==> src/hw/counter_mode_cfg.svh <==
// Constants for the counter mode decode and sequencing control block.
`ifndef COUNTER_MODE_CFG_SVH
`define COUNTER_MODE_CFG_SVH
`define CM_ADDR_MODE 4'h0
`define CM_ADDR_LOAD 4'h1
`define CM_ADDR_HOLD 4'h2
`define CM_ADDR_CMD 4'h3
`define CM_ADDR_STATUS 4'h4
`define CM_ADDR_COUNT 4'h5
`define CM_GATE_LSB 13
`define CM_GATE_MSB 15
`define CM_SPECIAL_BIT 7
`define CM_RELOAD_BIT 6
`define CM_REPEAT_BIT 5
`define CM_GATE_NONE 3'h0
`define CM_GATE_LEVEL 3'h1
`define CM_GATE_EDGE 3'h2
`define CM_CMD_ARM_BIT 0
`define CM_CMD_DISARM_BIT 1
`define CM_CMD_CAPTURE_BIT 2
`define CM_MODE_RESET 16'h0000
`define CM_LOAD_RESET 16'h0000
`define CM_HOLD_RESET 16'h0000
`define CM_COUNT_RESET 16'h0000
`endif

==> src/hw/counter_mode_pkg.sv <==
// Types shared by the counter mode decode and sequencing control block.
package counter_mode_pkg;
  typedef enum logic [1:0] {
    GATE_NONE_K,
    GATE_LEVEL_K,
    GATE_EDGE_K,
    GATE_BAD_K
  } gate_kind_t;
  typedef enum {
    ST_DISARMED,
    ST_WAIT_EDGE,
    ST_COUNTING
  } seq_state_t;
endpackage

==> src/hw/counter_mode_decode_control.sv <==
// Mode decode and sequencing control for one 16-bit down counter with an Avalon-MM slave.
`timescale 1ns/1ps
`include "counter_mode_cfg.svh"
module counter_mode_decode_control
  import counter_mode_pkg::*;
#(
  parameter int COUNT_W = 16
) (
  input wire logic sys_clk,
  input wire logic reset,
  input wire logic [3:0] avs_address,
  input wire logic avs_read,
  input wire logic avs_write,
  input wire logic [31:0] avs_writedata,
  output logic [31:0] avs_readdata,
  output logic avs_waitrequest,
  input wire logic sourcePin,
  input wire logic gatePin,
  output logic terminalCount,
  output logic armed
);

  // Whole state of the block in one packed struct.
  typedef struct packed {
    logic [2:0] srcSync;
    logic [2:0] gateSync;
    logic [15:0] mode;
    logic [COUNT_W-1:0] load;
    logic [COUNT_W-1:0] hold;
    logic [COUNT_W-1:0] count;
    seq_state_t seq;
    logic useHold;
    logic tcSeen;
    logic stopPend;
    logic [31:0] rdata;
    logic ack;
  } state_t;

  state_t s_q;
  state_t s_d;

  // Decodes the gate-control field into a gating kind.
  function automatic gate_kind_t gate_kind(input logic [2:0] field);
    case (field)
      `CM_GATE_NONE: gate_kind = GATE_NONE_K;
      `CM_GATE_LEVEL: gate_kind = GATE_LEVEL_K;
      `CM_GATE_EDGE: gate_kind = GATE_EDGE_K;
      default: gate_kind = GATE_NONE_K;
    endcase
  endfunction

  logic specialBit;
  logic reloadBit;
  logic repeatBit;
  gate_kind_t gk;
  logic srcEdge;
  logic gateLevel;
  logic gateEdge;
  logic atTc;
  logic busWrite;
  logic busRead;

  // Mode fields, synchronised pin edges and bus strobes.
  assign specialBit = s_q.mode[`CM_SPECIAL_BIT];
  assign reloadBit = s_q.mode[`CM_RELOAD_BIT];
  assign repeatBit = s_q.mode[`CM_REPEAT_BIT];
  assign gk = gate_kind(s_q.mode[`CM_GATE_MSB:`CM_GATE_LSB]);
  assign srcEdge = s_q.srcSync[1] & ~s_q.srcSync[2];
  assign gateEdge = s_q.gateSync[1] & ~s_q.gateSync[2];
  assign gateLevel = s_q.gateSync[1];
  assign atTc = (s_q.count == '0);
  // Writes take effect only at the edge where waitrequest is already low.
  assign busWrite = avs_write & s_q.ack;
  assign busRead = avs_read & ~s_q.ack;
  assign avs_waitrequest = (avs_read | avs_write) & ~s_q.ack;
  assign avs_readdata = s_q.rdata;
  assign terminalCount = atTc & (s_q.seq == ST_COUNTING);
  assign armed = (s_q.seq != ST_DISARMED);

  // Next-state logic for synchronisers, sequencer, datapath and bus slave.
  always_comb begin
    logic doCount;
    logic leaveTc;
    logic finish;
    doCount = 1'b0;
    leaveTc = 1'b0;
    finish = 1'b0;
    s_d = s_q;
    s_d.srcSync = {s_q.srcSync[1:0], sourcePin};
    s_d.gateSync = {s_q.gateSync[1:0], gatePin};
    s_d.ack = (avs_read | avs_write) & ~s_q.ack;
    // A counting counter at terminal count always counts, whatever the gating says; so does one with a stop pending.
    if (srcEdge) begin
      if (s_q.stopPend) begin
        doCount = 1'b1;
      end else if (s_q.seq == ST_COUNTING) begin
        if (atTc) begin
          doCount = 1'b1;
        end else if (gk == GATE_LEVEL_K) begin
          doCount = gateLevel;
        end else begin
          doCount = 1'b1;
        end
      end
    end
    if (doCount) begin
      if (atTc) begin
        leaveTc = 1'b1;
        if (!reloadBit) begin
          s_d.count = s_q.load;
        end else if (specialBit) begin
          if (gk == GATE_NONE_K) begin
            s_d.count = gateLevel ? s_q.hold : s_q.load;
          end else begin
            s_d.count = s_q.load;
          end
        end else begin
          s_d.count = s_q.useHold ? s_q.hold : s_q.load;
          s_d.useHold = ~s_q.useHold;
        end
      end else begin
        s_d.count = s_q.count - 1'b1;
      end
    end
    // Stop or disarm decisions are applied as the counter leaves terminal count.
    if (leaveTc) begin
      s_d.stopPend = 1'b0;
      if (s_q.stopPend) begin
        // A software disarm pending at terminal count must not be undone by a repeat mode.
        finish = 1'b1;
      end else if (repeatBit) begin
        finish = 1'b0;
        if (gk == GATE_EDGE_K && !specialBit && reloadBit && !s_q.tcSeen) begin
          s_d.tcSeen = 1'b1;
        end else if (gk == GATE_EDGE_K && !(specialBit && reloadBit)) begin
          s_d.seq = ST_WAIT_EDGE;
          s_d.tcSeen = 1'b0;
        end
      end else if (reloadBit && (!specialBit || gk == GATE_NONE_K) && !s_q.tcSeen) begin
        s_d.tcSeen = 1'b1;
      end else begin
        finish = 1'b1;
      end
      if (finish) begin
        s_d.seq = ST_DISARMED;
        s_d.tcSeen = 1'b0;
      end
    end
    // Gate edges start edge-gated counts and drive the capture modes.
    if (gateEdge && s_q.seq != ST_DISARMED) begin
      if (s_q.seq == ST_WAIT_EDGE) begin
        s_d.seq = ST_COUNTING;
      end else if (specialBit && !reloadBit && gk != GATE_NONE_K) begin
        s_d.hold = s_q.count;
        s_d.count = s_q.load;
      end else if (specialBit && reloadBit && repeatBit && gk == GATE_EDGE_K) begin
        s_d.hold = s_q.count;
      end
    end
    // Register writes and commands.
    if (busWrite) begin
      case (avs_address)
        `CM_ADDR_MODE: s_d.mode = avs_writedata[15:0];
        `CM_ADDR_LOAD: s_d.load = avs_writedata[COUNT_W-1:0];
        `CM_ADDR_HOLD: s_d.hold = avs_writedata[COUNT_W-1:0];
        `CM_ADDR_CMD: begin
          if (avs_writedata[`CM_CMD_ARM_BIT]) begin
            s_d.seq = (gk == GATE_EDGE_K) ? ST_WAIT_EDGE : ST_COUNTING;
            s_d.tcSeen = 1'b0;
            s_d.stopPend = 1'b0;
            s_d.useHold = 1'b1; // Count starts from Load, so the first reload is Hold.
          end else if (avs_writedata[`CM_CMD_DISARM_BIT]) begin
            s_d.seq = ST_DISARMED;
            s_d.stopPend = atTc & (s_q.seq == ST_COUNTING);
          end
          if (avs_writedata[`CM_CMD_CAPTURE_BIT]) begin
            s_d.hold = s_q.count;
          end
        end
        `CM_ADDR_COUNT: s_d.count = avs_writedata[COUNT_W-1:0];
        default: begin
        end
      endcase
    end
    // Read data is latched at the request and stands with the acknowledge.
    if (busRead) begin
      case (avs_address)
        `CM_ADDR_MODE: s_d.rdata = {16'h0000, s_q.mode};
        `CM_ADDR_LOAD: s_d.rdata = 32'(s_q.load);
        `CM_ADDR_HOLD: s_d.rdata = 32'(s_q.hold);
        `CM_ADDR_STATUS: s_d.rdata = {28'h0000000, s_q.useHold, s_q.tcSeen,
                                      s_q.seq == ST_WAIT_EDGE, s_q.seq != ST_DISARMED};
        `CM_ADDR_COUNT: s_d.rdata = 32'(s_q.count);
        default: s_d.rdata = 32'h00000000;
      endcase
    end
  end

  // State register with synchronous reset.
  always_ff @(posedge sys_clk) begin
    if (reset) begin
      s_q <= '0;
      s_q.mode <= `CM_MODE_RESET;
      s_q.load <= `CM_LOAD_RESET;
      s_q.hold <= `CM_HOLD_RESET;
      s_q.count <= `CM_COUNT_RESET;
      s_q.seq <= ST_DISARMED;
    end else begin
      s_q <= s_d;
    end
  end

  // Disarmed counter with no stop pending never changes on source edges.
  a_disarm_holds: assert property (@(posedge sys_clk) disable iff (reset)
    (s_q.seq == ST_DISARMED && !s_q.stopPend && !busWrite && !gateEdge)
      |=> $stable(s_q.count))
    else $error("Disarmed counter changed its count.");

  // Level gating with gate low blocks counting, except on the edge that leaves terminal count.
  a_level_block: assert property (@(posedge sys_clk) disable iff (reset)
    (gk == GATE_LEVEL_K && !gateLevel && !s_q.stopPend && !busWrite && !gateEdge
      && !(srcEdge && atTc)) |=> $stable(s_q.count))
    else $error("Count moved while level gate was inactive.");

  // Plain reload mode loads from Load after terminal count.
  a_reload_load: assert property (@(posedge sys_clk) disable iff (reset)
    (srcEdge && atTc && s_q.seq == ST_COUNTING && !reloadBit && !busWrite && !gateEdge)
      |=> (s_q.count == $past(s_q.load)))
    else $error("Counter did not reload from Load.");

  // Single-shot mode disarms on leaving terminal count.
  a_once_disarm: assert property (@(posedge sys_clk) disable iff (reset)
    (srcEdge && atTc && s_q.seq == ST_COUNTING && !reloadBit && !repeatBit && !busWrite)
      |=> (s_q.seq == ST_DISARMED))
    else $error("Single count mode did not disarm.");

  // Repeat mode never disarms on terminal count.
  a_repeat_armed: assert property (@(posedge sys_clk) disable iff (reset)
    (srcEdge && atTc && s_q.seq == ST_COUNTING && repeatBit && !busWrite)
      |=> (s_q.seq != ST_DISARMED))
    else $error("Repeat mode disarmed.");

  // Double count mode survives the first terminal count.
  a_twice_first: assert property (@(posedge sys_clk) disable iff (reset)
    (srcEdge && atTc && s_q.seq == ST_COUNTING && reloadBit && !specialBit
      && !repeatBit && !s_q.tcSeen && !busWrite) |=> (s_q.seq == ST_COUNTING))
    else $error("Double count mode stopped at first terminal count.");

  // Double count mode disarms at the second terminal count.
  a_twice_second: assert property (@(posedge sys_clk) disable iff (reset)
    (srcEdge && atTc && s_q.seq == ST_COUNTING && reloadBit && !repeatBit && s_q.tcSeen
      && !busWrite) |=> (s_q.seq == ST_DISARMED))
    else $error("Double count mode did not disarm at the second terminal count.");

  // A disarm issued at terminal count disarms at once; the edge that leaves it still reloads and clears the pending stop.
  a_stop_pending: assert property (@(posedge sys_clk) disable iff (reset)
    (srcEdge && atTc && s_q.stopPend && !busWrite) |=> (s_q.seq == ST_DISARMED))
    else $error("Pending stop did not leave the counter disarmed.");

  // Retrigger capture copies the count into Hold and reloads.
  a_retrig_cap: assert property (@(posedge sys_clk) disable iff (reset)
    (gateEdge && s_q.seq == ST_COUNTING && specialBit && !reloadBit && gk != GATE_NONE_K
      && !srcEdge && !busWrite) |=> (s_q.hold == $past(s_q.count))
      && (s_q.count == $past(s_q.load)))
    else $error("Retrigger capture failed.");

  // Edge-started modes wait for a gate edge before counting.
  a_edge_wait: assert property (@(posedge sys_clk) disable iff (reset)
    (s_q.seq == ST_WAIT_EDGE && gateEdge && !busWrite) |=> (s_q.seq == ST_COUNTING))
    else $error("Gate edge did not start the count.");

  // Bus answers within one cycle.
  a_bus_answer: assert property (@(posedge sys_clk) disable iff (reset)
    (avs_read || avs_write) |-> ##[0:1] !avs_waitrequest)
    else $error("Bus request was not answered in time.");

  c_tc_reached: cover property (@(posedge sys_clk) disable iff (reset) terminalCount);
  c_capture: cover property (@(posedge sys_clk) disable iff (reset)
    gateEdge && specialBit && reloadBit && repeatBit && s_q.seq == ST_COUNTING);
  c_alt_hold: cover property (@(posedge sys_clk) disable iff (reset) s_q.useHold && armed);
  c_stop_pend: cover property (@(posedge sys_clk) disable iff (reset) s_q.stopPend && srcEdge);

endmodule

==> config.mk <==
export PLATFORM = sky130hd
export DESIGN_NAME = counter_mode_decode_control
export DESIGN_NICKNAME = d
export VERILOG_FILES = /design/src/hw/counter_mode_pkg.sv /design/src/hw/counter_mode_decode_control.sv
export VERILOG_INCLUDE_DIRS = /design/src /design/src/hw
export SDC_FILE = /design/constraint.sdc
export NUM_CORES = 1
export LEC_CHECK = 0
export ABC_AREA = 0
export BUFFER_PORTS_ARGS = -buffer_cell sky130_fd_sc_hd__buf_2
export CAP_MARGIN = 20
export CORE_UTILIZATION = 59
export DETAILED_ROUTE_END_ITERATION = 10
export PLACE_DENSITY = 0.9
export SYNTH_ARGS = -nofsm -noshare
export SYNTH_HDL_FRONTEND = slang
export SYNTH_SLANG_ARGS = --single-unit
==> constraint.sdc <==
create_clock -name sys_clk -period 2.7 [get_ports sys_clk]
set_clock_uncertainty 0.1 [all_clocks]
set_input_delay 0.27 -clock sys_clk [delete_from_list [all_inputs] [get_ports sys_clk]]
set_output_delay 0.27 -clock sys_clk [all_outputs]
set_load 0.02 [all_outputs]
==> impl_metrics.csv <==
group,metric,value,unit
status,outcome,"complete, no violations",
setup_path,crit_path_end_kind,"flop",
floorplanning,ioPinCount,77,
floorplanning,die_h,108,um
detailed_routing,drt-total-wl,19700,um
floorplanning,dieArea,11700,um^2
logic_synthesis,synth.area.top_cells,"dfxtp_1, mux2i_1, nand2_1",
detailed_routing,wire_per_inst,19.5,um
grt,grt_first_pass_wirelength,31300,um
floorplanning,start_util,61.0,%
detailed_routing,dr.pass1.iters,5,
sta,fmax,377,MHz
pwr,seqPwrFrac,42.2,%
clock_tree,clk_pin_slew,50,ps
logic_synthesis,synth_top_family_by_area,"simple AND/OR/NAND/NOR gates",
grt,grt_pass1_vias,6179,
layout,seq_area,2440,um^2
setup_path,crit_path_max_incr_delay,580,ps
logic_synthesis,synth_top_cell_area_share,36.6,%
logic_synthesis,synth_fa_ha_area_share,0.187,%
logic_synthesis,synth.distinct_cells,78,
logic_synthesis,ys_ff_latch,122,
sta,finalMaxSlewViolations,0,
logic_synthesis,synth.most_common_cell,"dfxtp_1",
sta,setup_viol,0,
sta,hold_violations,0,
logic_synthesis,synth_edf_count,0,
logic_synthesis,post-synth-top-area-cell,"dfxtp_1",
sta,worst_slew_pin_slew,620,ps
grt,antenna_found_initial,0,
clock_tree,cts-root-buf,"clkbuf_16",
placement,place_congestion,0.970,
layout,diodes,0,
setup_path,path_cells,"or3b_2 -> nor3b_1 -> a21boi_1 -> nor2_1 -> o31ai_2 -> nor2b_1 -> buf_4 -> and2_1",
floorplanning,rows,38,
logic_synthesis,synthesis.area,6670,um^2
logic_synthesis,synth-simple-area-share,25.3,%
layout,fill_cells,838,
grt,grt_max_degree,57,
detailed_routing,ant_nets,0,
clock_tree,cts_max_level,4,
placement,io_buffers,44,
pwr,p_comb_share,6.8,%
sta,fin_tns_setup,0,ps
logic_synthesis,synth_compound_area_share,21.7,%
pwr,p_per_area,564,nW/um^2
grt,overflow,0,
pwr,switching_power,1.04,mW
floorplanning,fp.dieW,108,um
floorplanning,coreArea,10900,um^2
logic_synthesis,muxShareOfSynthArea,7.65,%
pwr,sw_frac_of_total,23.9,%
logic_synthesis,synthCells,813,
layout,multi_input_area,3780,um^2
clock_tree,clockBufferDepth,2,
sta,finalCriticalPeriod,2650,ps
layout,syn_to_final_growth,15.2,%
layout,fin_nets,902,
detailed_routing,viasPerCell,6.43,
setup_path,criticalPathCategory,"flop to flop",
sta,min_period_over_period,98.1,%
detailed_routing,drtIter0Drc,854,
grt,grt.total_usage,35.2,%
hold_path,hp-class,"input port to flop",
setup_path,cp-start-kind,"flop",
clock_tree,cts_made_buffers,17,
pwr,p_leak,2.91,nW
setup_path,crit_buf_inv,1,
setup_path,cp_top_family,"simple AND/OR/NAND/NOR gates",
run,drv_cap,0,
sta,setup_ws,50.3,ps
detailed_routing,via_count,6493,
clock_tree,clkLatencyLatePin,430,ps
setup_path,arrival,2860,ps
layout,drive_gt1_share,20.3,%
logic_synthesis,ys_warn_count,0,
setup_path,required,2910,ps
pwr,ir_worst_vdd,544,uV
clock_tree,cts_tree,"yes",
detailed_routing,drc,0,
logic_synthesis,yosys-top-cells-count,"dfxtp_1, nand2_1, nor2_1",
logic_synthesis,synth-seq-area-share,36.6,%
logic_synthesis,synthXorXnorAreaFrac,0.394,%
clock_tree,clock-sinks,122,
logic_synthesis,synth_ff_type,"dfxtp_1",
placement,post-place-ws,174,ps
placement,dp_hpwl,12800,um
pwr,p_int,3.30,mW
setup_path,slowest_stage,"or3b_2",
setup_path,crit_fanout,30,
sta,relSlewSlack,58.7,%
pwr,power_frac_clock,51.0,%
layout,final_util,70.3,%
logic_synthesis,syn-mean-instance-area,8.21,um^2
logic_synthesis,synthArstFlopShare,0,%
==> metal layers <==
| metal | GRT usage (%) | vias to the layer above | share of wire [%] |
|---|---|---|---|
| met4 | 19.1 | 0 | 4.5 |
| met1 | 45.1 | 2976 | 39 |
| met2 | 53.3 | 469 | 44 |
| met3 | 10.1 | 87 | 12 |
| li1 | - | 2961 | - |
| met5 | 0 | - | 0 |
==> power by group through the flow <==
| stage | combinational, mW | sequential (mW) | clock [mW] |
|---|---|---|---|
| 3_5_place_dp | 0.274 | 1.87 | 0 |
| 5_1_grt | 0.314 | 1.83 | 2.28 |
| 2_1_floorplan | 0.194 | 1.86 | 0 |
| 3_3_place_gp | 0.270 | 1.86 | 0 |
| 4_1_cts | 0.279 | 1.83 | 2.20 |
| 6_report | 0.297 | 1.83 | 2.21 |
==> cell type report <==
type                       count  share of cell area, %
clock buffer                  23                   6.09
tap                          140                   2.28
clock inverter                 7                   1.22
multi-input combinational    604                   49.2
timing repair buffer         104                   8.95
inverter                      10                  0.488
sequential                   122                   31.8
==> registers in the layout, summed over array words and instances (netlist names) <==
name / cells
s_q: 100
s_d: 3
repeatBit: 1
avs_readdata: 16
reloadBit: 1
gateLevel: 1
==> cell families after synthesis <==
logic type | after synthesis
buffers and inverters | 102
AO/OA/AOI/OAI | 203
multiplexers | 47
XOR/XNOR | 3
flip-flops | 122
AND/OR/NAND/NOR | 334
adder cells (fa/ha/maj) | 1
other | 1
==> metrics by stage <==
stage / total power, mW / area, um^2 / cells / hold WS, ps
floorplan: 2.05 / 6730 / 828 / 298
global placement: 2.14 / 7040 / 973 / 316
detailed placement: 2.14 / 7040 / 973 / 325
CTS: 4.31 / 7620 / 1005 / 18.8
global route: 4.43 / 7690 / 1010 / 18.8
finish: 4.33 / 7690 / 1010 / 27.2
==> worst min-delay path: cells and delay by family <==
family | cells | cell delay, ps
and+or+nand+nor | 1 | 60
AOI/OAI and AO/OA | 1 | 50
buffers and inverters | 1 | 130
==> layout by cell type, fill, tap and decap left out, drive strengths merged, types with 4 or more instances in the layout <==
cell type,count
nand2b,9
or3,5
conb,16
nor3,27
nand2,105
nor2,71
a21o,5
clkbuf,23
a211oi,26
inv,9
nor2b,24
buf,102
nor4,14
clkinv,4
o211ai,10
o21ai,22
a21oi,66
a31oi,6
mux2i,42
nand3,17
o31ai,5
nand4,9
a22oi,18
and2,34
dfxtp,122
a2111oi,16
==> worst paths after layout <==
check,startpoint,end,slack [ps],cells past startpoint
min,avs_writedata[10],s_q[110],30,3
min reg2reg,s_d[136],s_d[137],330,1
max reg2reg,s_q[129],s_q[44],50,8
max,s_q[129],s_q[44],50,8
==> timing repair <==
| item | CTS | global route |
|---|---|---|
| endpoints found under the setup margin | 0 | 38 |
| setup buffers | 0 | 5 |
| resized for setup | 0 | 8 |
| hold endpoints to repair | 2 | 0 |
| hold buffers | 2 | 0 |
(Power assumes the default switching activity.)
